### src/hdl/sdl_pkg.sv
// Shared constants for the serial converter loader link
package sdl_pkg;
    localparam int unsigned SHIFT_W = 16;
    localparam int unsigned CODE_W = 10;
    localparam int unsigned LATCH_W = 12;
    localparam int unsigned SUB_W = 2;
    localparam int unsigned FRAME_W = 16;
    localparam int unsigned CNT_W = 5;
    localparam int unsigned DIV_W = 4;
    localparam logic [DIV_W-1:0] SCLK_HALF = 4'h3;
    localparam logic [DIV_W-1:0] CS_HIGH_HALVES = 4'h2;
    localparam logic [SHIFT_W-1:0] SHIFT_RST = 16'h0000;
    localparam logic [LATCH_W-1:0] LATCH_RST = 12'h000;
    localparam logic [CNT_W-1:0] CNT_ZERO = 5'h00;
    localparam logic [CNT_W-1:0] FRAME_LAST = 5'h0f;
endpackage

### src/hdl/sdl_link_if.sv
// Four-wire link between host and converter loader
`timescale 1ns/100ps
interface sdl_link_if;
    logic sclk;
    logic cs_n;
    logic din;
    logic dout;
    modport host (output sclk, output cs_n, output din, input dout);
    modport dev (input sclk, input cs_n, input din, output dout);
endinterface

### src/hdl/sdl_host.sv
// Host side: sends one sixteen bit frame per request, reads chain data back
`timescale 1ns/100ps
module sdl_host (
    sdl_link_if.host link,
    input wire logic mclk,
    input wire logic reset_n,
    input wire logic wr_valid,
    input wire logic [sdl_pkg::FRAME_W-1:0] wr_word,
    output logic wr_ready,
    output logic rd_valid,
    output logic [sdl_pkg::FRAME_W-1:0] rd_word
);
    typedef enum logic [1:0] {
        ST_IDLE = 2'b00,
        ST_LOW = 2'b01,
        ST_HIGH = 2'b11,
        ST_GAP = 2'b10
    } sdl_state_t;
    typedef struct packed {
        sdl_state_t st;
        logic [sdl_pkg::DIV_W-1:0] div;
        logic [sdl_pkg::CNT_W-1:0] cnt;
        logic [sdl_pkg::FRAME_W-1:0] tx;
        logic [sdl_pkg::FRAME_W-1:0] rx;
        logic sclk;
        logic cs_n;
        logic sync1;
        logic sync2;
        logic rd_valid;
        logic [sdl_pkg::FRAME_W-1:0] rd_word;
    } sdl_host_t;
    sdl_host_t s_ff;
    sdl_host_t nxt_s;

    always_comb
    begin
        nxt_s = s_ff;
        nxt_s.sync1 = link.dout;
        nxt_s.sync2 = s_ff.sync1;
        nxt_s.rd_valid = 1'b0;
        nxt_s.div = s_ff.div + 4'h1;
        case (s_ff.st)
            ST_IDLE:
            begin
                nxt_s.div = sdl_pkg::CNT_ZERO[sdl_pkg::DIV_W-1:0];
                if (wr_valid)
                begin
                    nxt_s.tx = wr_word;
                    nxt_s.cs_n = 1'b0;
                    nxt_s.cnt = sdl_pkg::CNT_ZERO;
                    nxt_s.st = ST_LOW;
                end
            end
            ST_LOW:
            begin
                if (s_ff.div == sdl_pkg::SCLK_HALF)
                begin
                    nxt_s.div = '0;
                    nxt_s.sclk = 1'b1;
                    nxt_s.rx = {s_ff.rx[sdl_pkg::FRAME_W-2:0], s_ff.sync2};
                    nxt_s.st = ST_HIGH;
                end
            end
            ST_HIGH:
            begin
                if (s_ff.div == sdl_pkg::SCLK_HALF)
                begin
                    nxt_s.div = '0;
                    nxt_s.sclk = 1'b0;
                    nxt_s.tx = {s_ff.tx[sdl_pkg::FRAME_W-2:0], 1'b0};
                    nxt_s.cnt = s_ff.cnt + 5'h01;
                    nxt_s.st = ST_LOW;
                    if (s_ff.cnt == sdl_pkg::FRAME_LAST)
                    begin
                        nxt_s.st = ST_GAP;
                    end
                end
            end
            ST_GAP:
            begin
                nxt_s.cs_n = 1'b1;
                if (s_ff.div == sdl_pkg::CS_HIGH_HALVES)
                begin
                    nxt_s.rd_valid = 1'b1;
                    nxt_s.rd_word = s_ff.rx;
                    nxt_s.st = ST_IDLE;
                end
            end
            default:
            begin
                nxt_s.st = ST_IDLE;
            end
        endcase
    end

    always_ff @(posedge mclk or negedge reset_n)
    begin
        if (!reset_n)
        begin
            s_ff <= '{st: ST_IDLE, div: '0, cnt: '0, tx: '0, rx: '0, sclk: 1'b0, cs_n: 1'b1,
                      sync1: 1'b0, sync2: 1'b0, rd_valid: 1'b0, rd_word: '0};
        end
        else
        begin
            s_ff <= nxt_s;
        end
    end

    assign link.sclk = s_ff.sclk;
    assign link.cs_n = s_ff.cs_n;
    assign link.din = s_ff.tx[sdl_pkg::FRAME_W-1];
    assign wr_ready = (s_ff.st == ST_IDLE);
    assign rd_valid = s_ff.rd_valid;
    assign rd_word = s_ff.rd_word;
endmodule

### src/flat_wrapper.sv
// flat-port wrapper written by rule: the top's interface ports become plain ports
module sdl_host_flat 
  (mclk, reset_n, wr_valid, wr_word, wr_ready, rd_valid, rd_word, link_sclk, link_cs_n, link_din, link_dout);
  sdl_link_if link_i ();
  input wire logic mclk;
  input wire logic reset_n;
  input wire logic wr_valid;
  input wire logic [sdl_pkg::FRAME_W-1:0] wr_word;
  output logic wr_ready;
  output logic rd_valid;
  output logic [sdl_pkg::FRAME_W-1:0] rd_word;
  output wire logic [$bits(link_i.sclk)-1:0] link_sclk;
  output wire logic [$bits(link_i.cs_n)-1:0] link_cs_n;
  output wire logic [$bits(link_i.din)-1:0] link_din;
  input wire logic [$bits(link_i.dout)-1:0] link_dout;
  assign link_sclk = link_i.sclk;
  assign link_cs_n = link_i.cs_n;
  assign link_din = link_i.din;
  assign link_i.dout = link_dout;
  sdl_host u_core (.link(link_i), .mclk(mclk), .reset_n(reset_n), .wr_valid(wr_valid), .wr_word(wr_word), .wr_ready(wr_ready), .rd_valid(rd_valid), .rd_word(rd_word));
endmodule
### config.mk
export PLATFORM = sky130hd
export DESIGN_NAME = sdl_host_flat
export DESIGN_NICKNAME = d
export VERILOG_FILES = /design/src/hdl/sdl_pkg.sv /design/src/hdl/sdl_link_if.sv /design/src/hdl/sdl_host.sv /design/src/flat_wrapper.sv
export SDC_FILE = /design/constraint.sdc
export NUM_CORES = 1
export LEC_CHECK = 0
export ABC_AREA = 1
export BUFFER_PORTS_ARGS = -buffer_cell sky130_fd_sc_hd__clkbuf_2
export CORE_MARGIN = 10
export CORE_UTILIZATION = 50
export DETAILED_ROUTE_END_ITERATION = 12
export PLACE_DENSITY = 0.74
export SLEW_MARGIN = 20
export SYNTH_ARGS = -nofsm -noshare
export SYNTH_HDL_FRONTEND = slang
export SYNTH_SLANG_ARGS = --single-unit
export TNS_END_PERCENT = 1
### constraint.sdc
create_clock -name mclk -period 1.3 [get_ports mclk]
set_clock_uncertainty 0.05 [all_clocks]
set_input_delay 0.195 -clock mclk [delete_from_list [all_inputs] [get_ports mclk]]
set_output_delay 0.195 -clock mclk [all_outputs]
set_load 0.05 [all_outputs]
======== After elaboration in Yosys (flattened, before gate mapping) ========
Cells that the tools add are included.
word-level totals
  register bits after elaboration ......... 64
  output and inout port bits .............. 21
  input port bits ......................... 20
  word-level logic and storage cells ...... 49
operators by class
  reductions and logical operators ........ 10
  add/sub/neg operators ................... 2
  equal/unequal tests ..................... 10
  mux-type cells .......................... 16
operators with widths
  kind                                                  number
  case mux 21 bit (2 select lines)                      1
  two-way mux 17 bit                                    2
  two-way mux 27 bit                                    1
  two-way mux 21 bit                                    1
  case mux 4 bit (3 select lines)                       1
  equality test 4 x 2 -> 1 bit (second input constant)  2
  case mux 2 bit (4 select lines)                       1
  two-way mux 2 bit                                     3
  two-way mux 6 bit                                     1
  != test 2 x 1 -> 1 bit (second input constant)        3
  AND reduction 2 bit                                   3
  AND reduction 3 bit                                   2
  nonzero test 2 bit                                    3
  adder 5 x 1 -> 5 bit (second input constant)          1
  equality test 5 x 4 -> 1 bit (second input constant)  1
  adder 4 x 1 -> 4 bit (second input constant)          1
  equality test 2 bit (second input constant)           2
  case mux 1 bit (2 select lines)                       2
  AND reduction 4 bit                                   1
  two-way mux 1 bit                                     3
  equality test 2 x 1 -> 1 bit (second input constant)  1
  zero test 2 bit                                       1
  != test 2 bit (second input constant)                 1

======== Depth between registers and ports, before layout ========
Gate-level depths: netlist of run 1.
  depth after elaboration ................. 4
  mapped depth ............................ 9
  depth with buffers taken out ............ 9

======== Worst setup path before layout of run 1 ========
Ideal clock, no wire load.
  path kind ............................... reg-to-reg
  start point ............................. register u_core.s_ff[62] in the netlist's numbering
  end point ............................... register u_core.s_ff, in the netlist u_core.link.din
  arrival time ............................ 1773 ps
  stages on the path, launching flop included .. 6
  path buffers ............................ 1
  slack ................................... -650 ps
  cell sequence ........................... dfrtp_1 nor2_1 nand2_1 buf_4 nand3_1 nand3_1
on the way
  word-level cells in the longest chain between the ends .. 3
  elaborated cells between the ends (all ways) .. 7
  classes of those cells .................. eq/ne (3); mux (1); reduce/logical (3)
ends and longest elaborated chain
  element                                                               line               text
  from (decl)                                                           sdl_host.sv:32     sdl_host_t s_ff;
  from (signal assigned)                                                sdl_host.sv:100    s_ff <= '{st: ST_IDLE, div: '0, cnt: '0, tx: '0, rx: '0, sclk: 1'b0, cs_n: 1'b1,
  from (signal assigned)                                                sdl_host.sv:105    s_ff <= nxt_s;
  zero test 2 bit *                                                     -
  named net wr_ready                                                    flat_wrapper.sv:9  output logic wr_ready;
  != test 2 bit (no source line) or nonzero test 2 bit (tied branches)  -
  AND reduction 3 bit (no source line)                                  -
The timed path passes the listed nets; every way through them passes the cells marked *.
A chain may end at the register's enable or synchronous reset.

======== Final worst setup path of run 1 ========
  start point ............................. register u_core.s_ff[54] in the netlist's numbering
  end point ............................... register u_core.s_ff[63] in the netlist's numbering
on the way
  word-level cells in the longest chain between the ends .. 4
ends and longest elaborated chain
  element                          line            text
  equality test 5 x 4 -> 1 bit     sdl_host.sv:73  if (s_ff.cnt == sdl_pkg::FRAME_LAST)
  two-way mux 2 bit                sdl_host.sv:73
  two-way mux 27 bit               sdl_host.sv:66  if (s_ff.div == sdl_pkg::SCLK_HALF)
  case mux 2 bit (4 select lines)  sdl_host.sv:42  case (s_ff.st)
No other way between the ends. The select of a mux whose other input is x is not followed.

==> results of run 1 <==
## worst max-delay path by stage
| stage | from | endpoint | depth (start not counted) |
|---|---|---|---|
| 2_1_floorplan | u_core.s_ff[62]$_DFFE_PN0P_ | u_core.s_ff[42]$_DFFE_PN0P_ | 5 |
| 3_3_place_gp | u_core.s_ff[58]$_DFF_PN0_ | u_core.s_ff[40]$_DFFE_PN0P_ | 5 |
| 3_5_place_dp | u_core.s_ff[59]$_DFF_PN0_ | u_core.s_ff[51]$_DFFE_PN0P_ | 5 |
| 4_1_cts | u_core.s_ff[53]$_DFFE_PN0P_ | u_core.s_ff[63]$_DFFE_PN0P_ | 7 |
| 5_1_grt | u_core.s_ff[61]$_DFF_PN0_ | u_core.s_ff[55]$_DFFE_PN0P_ | 3 |
| 6_report | u_core.s_ff[54]$_DFFE_PN0P_ | u_core.s_ff[63]$_DFFE_PN0P_ | 7 |
## registers in the layout, indices dropped and copies added (netlist names)
signal	count
u_core.nxt_s	1
u_core.link.sclk	1
u_core.rd_valid	1
u_core.rd_word	16
u_core.s_ff	43
u_core.link.din	1
u_core.link.cs_n	1
## per-layer routing
layer  vias up  share of wire  GRT usage
met5         -              0          0
met4         0          0.015     0.0676
met3         9          0.055     0.0353
met2        50           0.49      0.219
met1      1034           0.44      0.165
li1       1095              -          -
## logic make-up after synthesis
| logic type | count (synthesis) |
|---|---|
| AOI/OAI and AO/OA | 38 |
| xor gates and xnor gates | 3 |
| adders and majority gates | 4 |
| buffers and inverters | 55 |
| DFF | 64 |
| and+or+nand+nor | 140 |
## metrics by stage
stage	instance area [um^2]	setup WS (ns)	hold slack (ns)	total power [mW]
final	3530	-0.112	0.0216	6.45
after detailed placement	3160	-0.136	0.0820	4.51
after global placement	3160	-0.0875	0.0809	4.44
after CTS	3500	-0.0729	0.0150	6.42
after global routing	3530	-0.169	0.0443	6.89
after floorplan	2870	-0.0462	-0.151	3.94
## layout make-up
cell class,count,area (um^2),area share
timing repair buffer,68,520,0.148
multi-input combinational,186,1010,0.286
clock inverter,6,67.6,0.0192
inverter,25,96.3,0.0273
tap,72,90.1,0.0255
clock buffer,10,138,0.0390
sequential,64,1610,0.455
## worst max-delay path, stage by stage (launching register included)
cell	delay (ns)
sky130_fd_sc_hd__dfrtp_1	0.39
sky130_fd_sc_hd__ha_2	0.20
sky130_fd_sc_hd__nand2_2	0.08
sky130_fd_sc_hd__nor2_4	0.04
sky130_fd_sc_hd__ha_2	0.18
sky130_fd_sc_hd__or2_4	0.22
sky130_fd_sc_hd__nand2_2	0.07
sky130_fd_sc_hd__nand3_2	0.06
## power groups by stage
stage / Sequential [mW] / Clock (mW) / Combinational (mW)
2_1_floorplan: 2.91 / 0 / 1.03
3_3_place_gp: 2.81 / 0 / 1.63
3_5_place_dp: 2.82 / 0 / 1.69
4_1_cts: 2.78 / 1.76 / 1.88
5_1_grt: 2.86 / 1.86 / 2.17
6_report: 2.80 / 1.72 / 1.93
## Yosys cell counts
master	n	area, um^2
sky130_fd_sc_hd__inv_2	2	7.51
sky130_fd_sc_hd__inv_1	23	86.3
sky130_fd_sc_hd__buf_2	3	15.0
sky130_fd_sc_hd__o21ai_1	20	100
sky130_fd_sc_hd__ha_1	4	50.1
sky130_fd_sc_hd__nand2_2	2	12.5
sky130_fd_sc_hd__xnor2_1	2	17.5
sky130_fd_sc_hd__nand3_4	1	17.5
sky130_fd_sc_hd__or2_2	1	6.26
sky130_fd_sc_hd__buf_4	18	135
sky130_fd_sc_hd__a21o_1	1	7.51
sky130_fd_sc_hd__nand3_1	41	205
sky130_fd_sc_hd__nor2_4	3	33.8
sky130_fd_sc_hd__nand4_1	13	81.3
sky130_fd_sc_hd__buf_6	3	33.8
sky130_fd_sc_hd__xor2_1	1	8.76
sky130_fd_sc_hd__a21oi_1	1	5.00
sky130_fd_sc_hd__o21ai_0	15	75.1
sky130_fd_sc_hd__nand3_2	1	10.0
sky130_fd_sc_hd__nand4_2	1	12.5
sky130_fd_sc_hd__nand2_1	69	259
sky130_fd_sc_hd__nor2_1	8	30.0
sky130_fd_sc_hd__dfrtp_1	63	1580
sky130_fd_sc_hd__dfstp_2	1	26.3
sky130_fd_sc_hd__clkbuf_1	6	22.5
sky130_fd_sc_hd__o21a_1	1	7.51
## timing repair
action                                 4_1_cts  5_1_grt
setup buffers                                8        0
hold buffers                                 2        0
cloned                                       1        0
pin swaps                                    5        5
endpoints found under the hold margin       11        0
resized for setup                           11       11
setup endpoints to repair                   46       62
==> metrics.md, run 1 <==
| Metric | Value |
|---|---|
| H-tree levels | 3 |
| Antenna violations before repair | 0 |
| Xor/xnor cell area share of the yosys netlist | 0.00924 |
| Syn Std Cell Area | between 0.002 and 0.003 mm^2 |
| Sequential share of power | 0.435 |
| Total track usage | 0.136 |
| Final HPWL from detailed placement | around 3700 um |
| Hold violation total from the final report | 0 |
| Power Density | 1830 mW/mm^2 |
| Final setup slack of the worst path | -0.112 ns |
| Number of warnings issued by yosys | 0 |
| Switching power as a share of total power | 0.340 |
| Main combinational cell family by area after synthesis | simple AND/OR/NAND/NOR gates |
| CTS sink cnt | between 60 and 70 |
| Crit path kind | reg -> reg |
| # diodes | 0 |
| Area fraction in and, or, nand and nor cells after synthesis | 0.235 |
| HP Start | wr_word[0] |
| Routability congestion estimate from global placement | between 0.8 and 0.9 |
| Number of flip-flops and latches in the synthesized netlist | 64 |
| Most frequent cells in the layout | 64 x sky130_fd_sc_hd__nand2_1, 61 x sky130_fd_sc_hd__dfrtp_1, 39 x sky130_fd_sc_hd__nand3_1, 38 x sky130_fd_sc_hd__clkbuf_2, 23 x sky130_fd_sc_hd__o21ai_1 |
| Worst-case reg-to-reg path depth | 7 |
| Design internal power | between 4 and 5 mW |
| DIE AREA | ~0.0091 mm^2 |
| Number of max-slew violations in the final report | 0 |
| Class of the tightest hold or removal check | in -> reg |
| Die outline height | between 90 and 100 um |
| Terminating pin of the worst hold path | u_core.s_ff[37]$_DFFE_PN0P_ |
| Terminus of the critical flop-to-flop path | u_core.s_ff[63]$_DFFE_PN0P_ |
| Largest vdd supply drop | 846 uV |
| Multiplexer share of the synthesized area | 0 |
| Synthesized instance count | 304 |
| Unrepaired setup endpoints after global routing | true |
| Number of routed nets with antenna violations | 0 |
| Result of the run | finished, violations left |
| Fmax | 0.708 GHz |
| Leakage dissipation | around 1.7 nW |
| Final critical-path share of the clock period | 1.09 |
| Actual transition at the worst max-transition pin | 0.384 ns |
| Initial Utilization | 0.516 |
| First-pass GRT wire length | ~9900 um |
| Worst reg2reg setup slack | -0.11 ns |
| Most common library cell in the layout ignoring fill and taps | sky130_fd_sc_hd__nand2_1 |
| Total clock buffers created by CTS | 9 |
| Clock tree buffer depth | 2 |
| Mean instance size in the synthesized netlist | ~9.4 um^2 |
| Combinational cell fraction of total power | 0.299 |
| Total congestion overflow after global routing | 0 |
| Number of filler cells placed in the layout | 460 |
| Drt initial violations | 81 |
| Total number of vias | 2,188 |
| Switching power total | about 2.2 mW |
| Detailed-routing iteration count for the pre-antenna-repair pass | 4 |
| Number of input and output port buffers inserted | 40 |
| Endpoint kind of the worst setup timing path | flip-flop |
| Largest net degree at the start of global routing | 34 |
| Number of global-route vias before repair | around 2,200 |
| Period minus WS final | 1.41 ns |
| Share of the yosys chip area belonging to registers | 0.564 |
| Total nets after synthesis | 328 |
| Setup crit start kind | flip-flop |
| Site Rows | 27 |
| Clock edge transition at the registers on the reported setup and hold paths | approximately 0.07 ns |
| Worst endpoint data arrival time | 1.58 ns |
| WL per Instance | approximately 13 um |
| FF-to-FF Start | u_core.s_ff[54]$_DFFE_PN0P_ |
| Via/cell ratio | roughly 5.1 |
| Worst Hold Path Cells | 3 |
| Number of maximum-capacitance constraint violations | 0 |
| Routed Wire Length | 5710 um |
| Number of design rule violations left after detail routing | 0 |
| Worst skew pair latency | roughly 0.33 ns |
| Proportion of power drawn by the clock network | 0.266 |
| Setup violations, final | 34 |
| CTS tree | done |
| Share of post-route cells with drive strength above 1 | 0.309 |
| Non-filler instance count after layout | between 400 and 500 |
| Placeable core region | ~0.0055 mm^2 |
| Num ports | 41 |
| Count of cell types in the netlist | 26 |
| Final nets | 378 |
| Placed insts | between 400 and 500 |
| Required time worst endpoint | approximately 1.5 ns |
| Library cell used as clock root buffer | sky130_fd_sc_hd__clkbuf_8 |
| Adder-cell share of the synthesized area | 0.0176 |
| Die X | roughly 95 um |
| Layout overhead on the synthesized area | 24.1% |
| Complex-gate fraction of the synthesized area | 0.0687 |
| Total negative slack | -1.52 ns |
| Headroom to the max-slew limit | 0.744 |
| Final core occ | 0.641 |
| Crit path max fanout | 2 |
| Violations in the final reports | setup timing |
No activity file was read; power rests on OpenSTA's default activity.
==> run 2: changes to the inputs <==
--- a/config.mk
+++ b/config.mk
@@ -10,7 +10,7 @@
 export CORE_MARGIN = 10
 export CORE_UTILIZATION = 50
 export DETAILED_ROUTE_END_ITERATION = 12
-export PLACE_DENSITY = 0.74
+export PLACE_DENSITY = 0.86
 export SLEW_MARGIN = 20
 export SYNTH_ARGS = -nofsm -noshare
 export SYNTH_HDL_FRONTEND = slang
==> metrics.md, run 2 (synthesis gave the netlist of run 1 again) <==
| Metric | Value |
|---|---|
| Number of input and output port buffers inserted | 40 (unchanged) |
| Unrepaired setup endpoints after global routing | true (unchanged) |
| Final Power | 6.82 mW (was 6.45 mW) |
| Via/cell ratio | 5.28 (was 5.08) |
| Crit path max fanout | 2 (unchanged) |
| Headroom to the max-slew limit | 0.656 (was 0.744) |
| Drt initial violations | 102 (was 81) |
| Number of maximum-capacitance constraint violations | 0 (unchanged) |
| Sequential share of power | 0.415 (was 0.435) |
| Leakage dissipation | 1.74 nW (was 1.70 nW) |
| Power Density | 1870 mW/mm^2 (was 1830 mW/mm^2) |
| Final nets | 384 (was 378) |
| Largest vdd supply drop | 1110 uV (was 846 uV) |
| Number of design rule violations left after detail routing | 0 (unchanged) |
| Clock tree buffer depth | 2 (unchanged) |
| Buffers and inverters on the worst path | 0 (unchanged) |
| Total negative slack | -1.23 ns (was -1.52 ns) |
| Switching power as a share of total power | 0.345 (was 0.340) |
| Hold violation total from the final report | 0 (unchanged) |
| Number of max-slew violations in the final report | 0 (unchanged) |
| Largest register FFs | 43 (unchanged) |
| Proportion of power drawn by the clock network | 0.280 (was 0.266) |
| Total clock buffers created by CTS | 9 (unchanged) |
| Violations in the final reports | setup timing (unchanged) |
| # diodes | 0 (unchanged) |
| Setup Slack @ Placement | -0.125 ns (was -0.136 ns) |
| Result of the run | finished, violations left (unchanged) |
| Final setup slack of the worst path | -0.0843 ns (was -0.112 ns) |
| Layout overhead on the synthesized area | 28.0% (was 24.1%) |
| CTS tree | done (unchanged) |
| Total track usage | 0.145 (was 0.136) |
| DIE AREA | 0.00910 mm^2 (unchanged) |
| H-tree levels | 3 (unchanged) |
| Design internal power | 4.47 mW (was 4.26 mW) |
| Post-place instance area | 0.00318 mm^2 (was 0.00316 mm^2) |
| Share of post-route cells with drive strength above 1 | 0.329 (was 0.309) |
| Total number of vias | 2,309 (was 2,188) |
| Total congestion overflow after global routing | 0 (unchanged) |
| Routability congestion estimate from global placement | 0.855 (was 0.869) |
| Detailed-routing iteration count for the pre-antenna-repair pass | 5 (was 4) |
| Switching power total | 2.35 mW (was 2.19 mW) |
| HP Start | wr_word[2] (was wr_word[0]) |
| Most common library cell in the layout ignoring fill and taps | sky130_fd_sc_hd__nand2_1 (unchanged) |
| Final critical-path share of the clock period | 1.06 (was 1.09) |
| Final Cell Area | 0.00364 mm^2 (was 0.00353 mm^2) |
| Die X | 95.4 um (unchanged) |
| Placeable core region | 0.00551 mm^2 (unchanged) |
| Worst path max stage delay | 0.38 ns (was 0.39 ns) |
| Cell-by-cell trace of the critical path | ha_2 -> nand2_2 -> nor2_2 -> ha_2 -> or2_4 -> nand2_2 -> nand3_2 (was ha_2 -> nand2_2 -> nor2_4 -> ha_2 -> or2_4 -> nand2_2 -> nand3_2) |
| Most frequent cells in the layout | 66 x sky130_fd_sc_hd__nand2_1, 61 x sky130_fd_sc_hd__dfrtp_1, 38 x sky130_fd_sc_hd__clkbuf_2, 35 x sky130_fd_sc_hd__nand3_1 (was 64 x sky130_fd_sc_hd__nand2_1, 61 x sky130_fd_sc_hd__dfrtp_1, 39 x sky130_fd_sc_hd__nand3_1, 38 x sky130_fd_sc_hd__clkbuf_2, 23 x sky130_fd_sc_hd__o21ai_1) |
| Required time worst endpoint | 1.48 ns (was 1.46 ns) |
| FF-to-FF Start | u_core.s_ff[54]$_DFFE_PN0P_ (unchanged) |
| Endpoint kind of the worst setup timing path | flip-flop (unchanged) |
| Critical-path cell with the highest stage delay | sky130_fd_sc_hd__dfrtp_1 (unchanged) |
| Reg with most FFs | u_core.s_ff (unchanged) |
| Worst endpoint data arrival time | 1.56 ns (was 1.58 ns) |
| Worst skew pair latency | 0.35 ns (was 0.33 ns) |
| Delay-heaviest family, CP | simple AND/OR/NAND/NOR gates (unchanged) |
| Routed Wire Length | 6510 um (was 5710 um) |
| Class of the tightest hold or removal check | in -> reg (unchanged) |
| Crit path kind | reg -> reg (unchanged) |
| WL per Instance | 14.9 um (was 13.3 um) |
| Setup violations, final | 49 (was 34) |
| Startpoint of the most critical setup path | u_core.s_ff[54]$_DFFE_PN0P_ (unchanged) |
| Combinational cell fraction of total power | 0.305 (was 0.299) |
| Number of routed nets with antenna violations | 0 (unchanged) |
| Antenna violations before repair | 0 (unchanged) |
| Actual transition at the worst max-transition pin | 0.517 ns (was 0.384 ns) |
| Period minus WS final | 1.38 ns (was 1.41 ns) |
| Library cell used as clock root buffer | sky130_fd_sc_hd__clkbuf_8 (unchanged) |
| Initial Utilization | 0.516 (unchanged) |
| Largest net degree at the start of global routing | 32 (was 34) |
| Clock edge transition at the registers on the reported setup and hold paths | 0.08 ns (was 0.07 ns) |
| Num ports | 41 (unchanged) |
| Number of global-route vias before repair | 2,274 (was 2,227) |
| First-pass GRT wire length | 10,300 um (was 9940 um) |
| CTS sink cnt | 64 (unchanged) |
| Site Rows | 27 (unchanged) |
| Setup crit start kind | flip-flop (unchanged) |
| Fmax | 0.722 GHz (was 0.708 GHz) |
| Final HPWL from detailed placement | 4200 um (was 3730 um) |
| Die outline height | 95.4 um (unchanged) |
-- run 2: routing by layer --
layer  vias to the layer above  routed length [um]  GRT usage  part of all wire
met3                        15                 499     0.0495             0.077
met5                         -                   0          0                 0
li1                       1098                   -          -                 -
met1                      1123                2690      0.171              0.41
met2                        73                3180      0.231              0.49
met4                         0                 138     0.0749             0.021
-- run 2: cell type report --
| cell class | instances | area, um^2 |
|---|---|---|
| fill | 404 | 1870 |
| sequential | 64 | 1610 |
| multi-input combinational | 187 | 1070 |
| timing repair buffer | 73 | 552 |
| clock buffer | 11 | 141 |
| inverter | 25 | 100 |
| tap | 72 | 90.1 |
| clock inverter | 5 | 80.1 |
-- run 2: timing repair --
action / 4_1_cts / 5_1_grt
buffers inserted: 5 / 1
pin swaps: 9 / 11
gates resized for setup: 15 / 20
hold buffers: 3 / 0
endpoints found under the setup margin: 46 / 61
hold endpoints to repair: 14 / 0
cloned: 0 / 2
-- run 2: metrics by stage --
stage | utilization | hold slack, ns | instances
5_1_grt | 0.661 | 0.0469 | 437
4_1_cts | 0.642 | 0.0184 | 434
3_5_place_dp | 0.578 | 0.140 | 410
3_3_place_gp | 0.578 | 0.136 | 410
2_1_floorplan | - | -0.151 | 304
6_report | 0.661 | 0.0318 | 437
-- run 2: worst register-to-register path, delay by kind of cell (launching register included) --
kind / cells / cell delay, ns
simple gates: 5 / 0.45
flops: 1 / 0.38
fa+ha+maj: 2 / 0.37
-- run 2: final timing paths --
path	end	slack, ns	depth (start not counted)
max	u_core.s_ff[63]$_DFFE_PN0P_	-0.08	7
min	u_core.s_ff[39]$_DFFE_PN0P_	0.03	3
max reg2reg	u_core.s_ff[63]$_DFFE_PN0P_	-0.08	7
min reg2reg	u_core.s_ff[17]$_DFF_PN0_	0.30	0
max in group asynchronous	u_core.s_ff[57]$_DFFE_PN0P_	0.35	3
min in group asynchronous	u_core.s_ff[21]$_DFFE_PN0P_	0.30	2
-- run 2: power by group through the flow --
stage          clock, mW  combinational [mW]  sequential, mW
2_1_floorplan          0                1.03            2.91
3_3_place_gp           0                1.63            2.80
3_5_place_dp           0                1.71            2.82
4_1_cts             1.96                1.81            2.80
5_1_grt             2.03                2.28            2.89
6_report            1.91                2.08            2.83
==> run 3: changes to the inputs <==
--- a/config.mk
+++ b/config.mk
@@ -7,6 +7,7 @@
 export LEC_CHECK = 0
 export ABC_AREA = 1
 export BUFFER_PORTS_ARGS = -buffer_cell sky130_fd_sc_hd__clkbuf_2
+export CORE_ASPECT_RATIO = 1.2
 export CORE_MARGIN = 10
 export CORE_UTILIZATION = 50
 export DETAILED_ROUTE_END_ITERATION = 12
==> metrics.md, run 3 (synthesis gave the netlist of run 1 again) <==
| Metric | Value |
|---|---|
| DIE AREA | 0.00911 mm^2 (was 0.00910 mm^2) |
| Number of filler cells placed in the layout | 453 (was 404) |
| Startpoint of the most critical setup path | u_core.s_ff[53]$_DFFE_PN0P_ (was u_core.s_ff[54]$_DFFE_PN0P_) |
| Hold violation total from the final report | 0 (unchanged) |
| Largest vdd supply drop | 938 uV (was 1110 uV) |
| Number of routed nets with antenna violations | 0 (unchanged) |
| Final core occ | 0.621 (was 0.661) |
| Worst setup path endpoint | u_core.s_ff[63]$_DFFE_PN0P_ (unchanged) |
| Largest net degree at the start of global routing | 49 (was 32) |
| Via/cell ratio | 5.20 (was 5.28) |
| Most frequent cells in the layout | 67 x sky130_fd_sc_hd__nand2_1, 60 x sky130_fd_sc_hd__dfrtp_1, 38 x sky130_fd_sc_hd__nand3_1, 38 x sky130_fd_sc_hd__clkbuf_2, 27 x sky130_fd_sc_hd__o21ai_1 (was 66 x sky130_fd_sc_hd__nand2_1, 61 x sky130_fd_sc_hd__dfrtp_1, 38 x sky130_fd_sc_hd__clkbuf_2, 35 x sky130_fd_sc_hd__nand3_1) |
| Total negative slack | -0.557 ns (was -1.23 ns) |
| Routed Wire Length | 5880 um (was 6510 um) |
| Crit path kind | reg -> reg (unchanged) |
| Number of maximum-capacitance constraint violations | 0 (unchanged) |
| Placed insts | 396 (was 410) |
| Class of the tightest hold or removal check | in -> reg (unchanged) |
| Worst skew pair latency | 0.34 ns (was 0.35 ns) |
| Power Density | 1810 mW/mm^2 (was 1870 mW/mm^2) |
| CTS sink cnt | 64 (unchanged) |
| Total track usage | 0.142 (was 0.145) |
| Setup crit start kind | flip-flop (unchanged) |
| Result of the run | finished, violations left (unchanged) |
| Site Rows | 30 (was 27) |
| Period minus WS final | 1.39 ns (was 1.38 ns) |
| Hold_ws | 0.0246 ns (was 0.0318 ns) |
| Terminus of the critical flop-to-flop path | u_core.s_ff[63]$_DFFE_PN0P_ (unchanged) |
| Worst endpoint data arrival time | 1.56 ns (about the same) |
| Share of post-route cells with drive strength above 1 | 0.299 (was 0.329) |
| Number of design rule violations left after detail routing | 0 (unchanged) |
| WL per Instance | 13.9 um (was 14.9 um) |
| Worst-case reg-to-reg path depth | 7 (unchanged) |
| Crit path max fanout | 2 (unchanged) |
| Fmax | 0.720 GHz (was 0.722 GHz) |
| Number of max-slew violations in the final report | 0 (unchanged) |
| Antenna violations before repair | 0 (unchanged) |
| Final Power | 6.28 mW (was 6.82 mW) |
| Library cell used as clock root buffer | sky130_fd_sc_hd__clkbuf_8 (unchanged) |
| Total clock buffers created by CTS | 9 (unchanged) |
| Die outline height | 103 um (was 95.4 um) |
| Worst Hold Path Cells | 3 (unchanged) |
| FF-to-FF Start | u_core.s_ff[53]$_DFFE_PN0P_ (was u_core.s_ff[54]$_DFFE_PN0P_) |
| # diodes | 0 (unchanged) |
| Setup violations, final | 27 (was 49) |
| Detailed-routing iteration count for the pre-antenna-repair pass | 4 (was 5) |
| Leakage dissipation | 1.67 nW (was 1.74 nW) |
| Routability congestion estimate from global placement | 0.858 (was 0.855) |
| Largest register FFs | 43 (unchanged) |
| Violations in the final reports | setup timing (unchanged) |
| Number of input and output port buffers inserted | 40 (unchanged) |
| Initial Utilization | 0.508 (was 0.516) |
| Final nets | 377 (was 384) |
| Final critical-path share of the clock period | 1.07 (was 1.06) |
| Num ports | 41 (unchanged) |
| Worst reg2reg setup slack | -0.09 ns (was -0.08 ns) |
| CTS tree | done (unchanged) |
| Final setup slack of the worst path | -0.0888 ns (was -0.0843 ns) |
| Final Cell Area | 0.00347 mm^2 (was 0.00364 mm^2) |
| Most common library cell in the layout ignoring fill and taps | sky130_fd_sc_hd__nand2_1 (unchanged) |
| Total number of vias | 2,193 (was 2,309) |
| H-tree levels | 3 (unchanged) |
| Actual transition at the worst max-transition pin | 0.289 ns (was 0.517 ns) |
| Setup Slack @ Placement | -0.155 ns (was -0.125 ns) |
| Post-place instance area | 0.00313 mm^2 (was 0.00318 mm^2) |
| Clock tree buffer depth | 2 (unchanged) |
| Total congestion overflow after global routing | 0 (unchanged) |
| Required time worst endpoint | 1.47 ns (was 1.48 ns) |
| Placeable core region | 0.00559 mm^2 (was 0.00551 mm^2) |
| Die X | 88.8 um (was 95.4 um) |
| Final HPWL from detailed placement | 3800 um (was 4200 um) |
| Reg with most FFs | u_core.s_ff (unchanged) |
| Layout overhead on the synthesized area | 22.1% (was 28.0%) |
| Drt initial violations | 90 (was 102) |
| Endpoint kind of the worst setup timing path | flip-flop (unchanged) |
| First-pass GRT wire length | 10,100 um (was 10,300 um) |
| Non-filler instance count after layout | 422 (was 437) |
| Unrepaired setup endpoints after global routing | true (unchanged) |
| Number of global-route vias before repair | 2,195 (was 2,274) |
| Headroom to the max-slew limit | 0.806 (was 0.656) |
| Clock edge transition at the registers on the reported setup and hold paths | 0.06 ns (was 0.08 ns) |
==> run 3: cell count changes in the layout (fill, tap and decap cells not counted), moves of 2 or more <==
| cell | delta |
|---|---|
| sky130_fd_sc_hd__buf_4 | -5 |
| sky130_fd_sc_hd__nand3_1 | +3 |
| sky130_fd_sc_hd__nand3_2 | -3 |
| sky130_fd_sc_hd__o21ai_1 | +3 |
| sky130_fd_sc_hd__o21ai_2 | -3 |
| sky130_fd_sc_hd__bufinv_16 | -2 |
| sky130_fd_sc_hd__clkbuf_1 | +2 |
| sky130_fd_sc_hd__clkinvlp_4 | -2 |
==> run 3: layout make-up <==
cell class / count / area, um^2 / area share
Clock buffer: 13 / 149 / 0.0429
Clock inverter: 3 / 17.5 / 0.00505
Inverter: 25 / 104 / 0.0299
Multi-Input combinational cell: 186 / 1010 / 0.291
Sequential cell: 64 / 1610 / 0.463
Tap cell: 64 / 80.1 / 0.0231
Timing Repair Buffer: 67 / 504 / 0.145
==> run 3: worst min-delay path by stage <==
stage / startpoint / to / slack (ns)
6_report: wr_word[15] / u_core.link.din$_DFFE_PN0P_ / 0.02
2_1_floorplan: reset_n / u_core.link.din$_DFFE_PN0P_ / -0.15
5_1_grt: wr_word[15] / u_core.link.din$_DFFE_PN0P_ / 0.02
3_5_place_dp: reset_n / u_core.rd_word[3]$_DFFE_PN0P_ / 0.16
4_1_cts: wr_word[15] / u_core.link.din$_DFFE_PN0P_ / 0.009
3_3_place_gp: reset_n / u_core.rd_word[3]$_DFFE_PN0P_ / 0.15
==> run 3: power by group <==
| group | switching [mW] | internal (mW) |
|---|---|---|
| Combinational | 1.15 | 0.865 |
| Clock | 0.694 | 0.738 |
| Sequential | 0.342 | 2.49 |
| Total | 2.18 | 4.09 |
==> run 3: critical path: stages (launching register included) <==
cell	delay, ns
sky130_fd_sc_hd__dfrtp_1	0.38
sky130_fd_sc_hd__ha_2	0.19
sky130_fd_sc_hd__nand2_1	0.05
sky130_fd_sc_hd__nor2_1	0.04
sky130_fd_sc_hd__ha_2	0.17
sky130_fd_sc_hd__or2_4	0.23
sky130_fd_sc_hd__nand2_2	0.08
sky130_fd_sc_hd__nand3_2	0.07
==> run 3: what timing repair did <==
| action | CTS | global route |
|---|---|---|
| resized for setup | 12 | 18 |
| endpoints found under the setup margin | 45 | 63 |
| cloned | 1 | 0 |
| buffers inserted | 6 | 1 |
| hold buffers | 2 | 0 |
| pin swaps | 8 | 2 |
| hold endpoints to repair | 64 | 0 |
==> run 3: metal layers <==
metal  vias up  wire, um  global-route usage
li1       1086         -                   -
met1      1037      2530               0.173
met2        58      2860               0.225
met3        12       360              0.0514
met4         0       131              0.0523
met5         -         0                   0
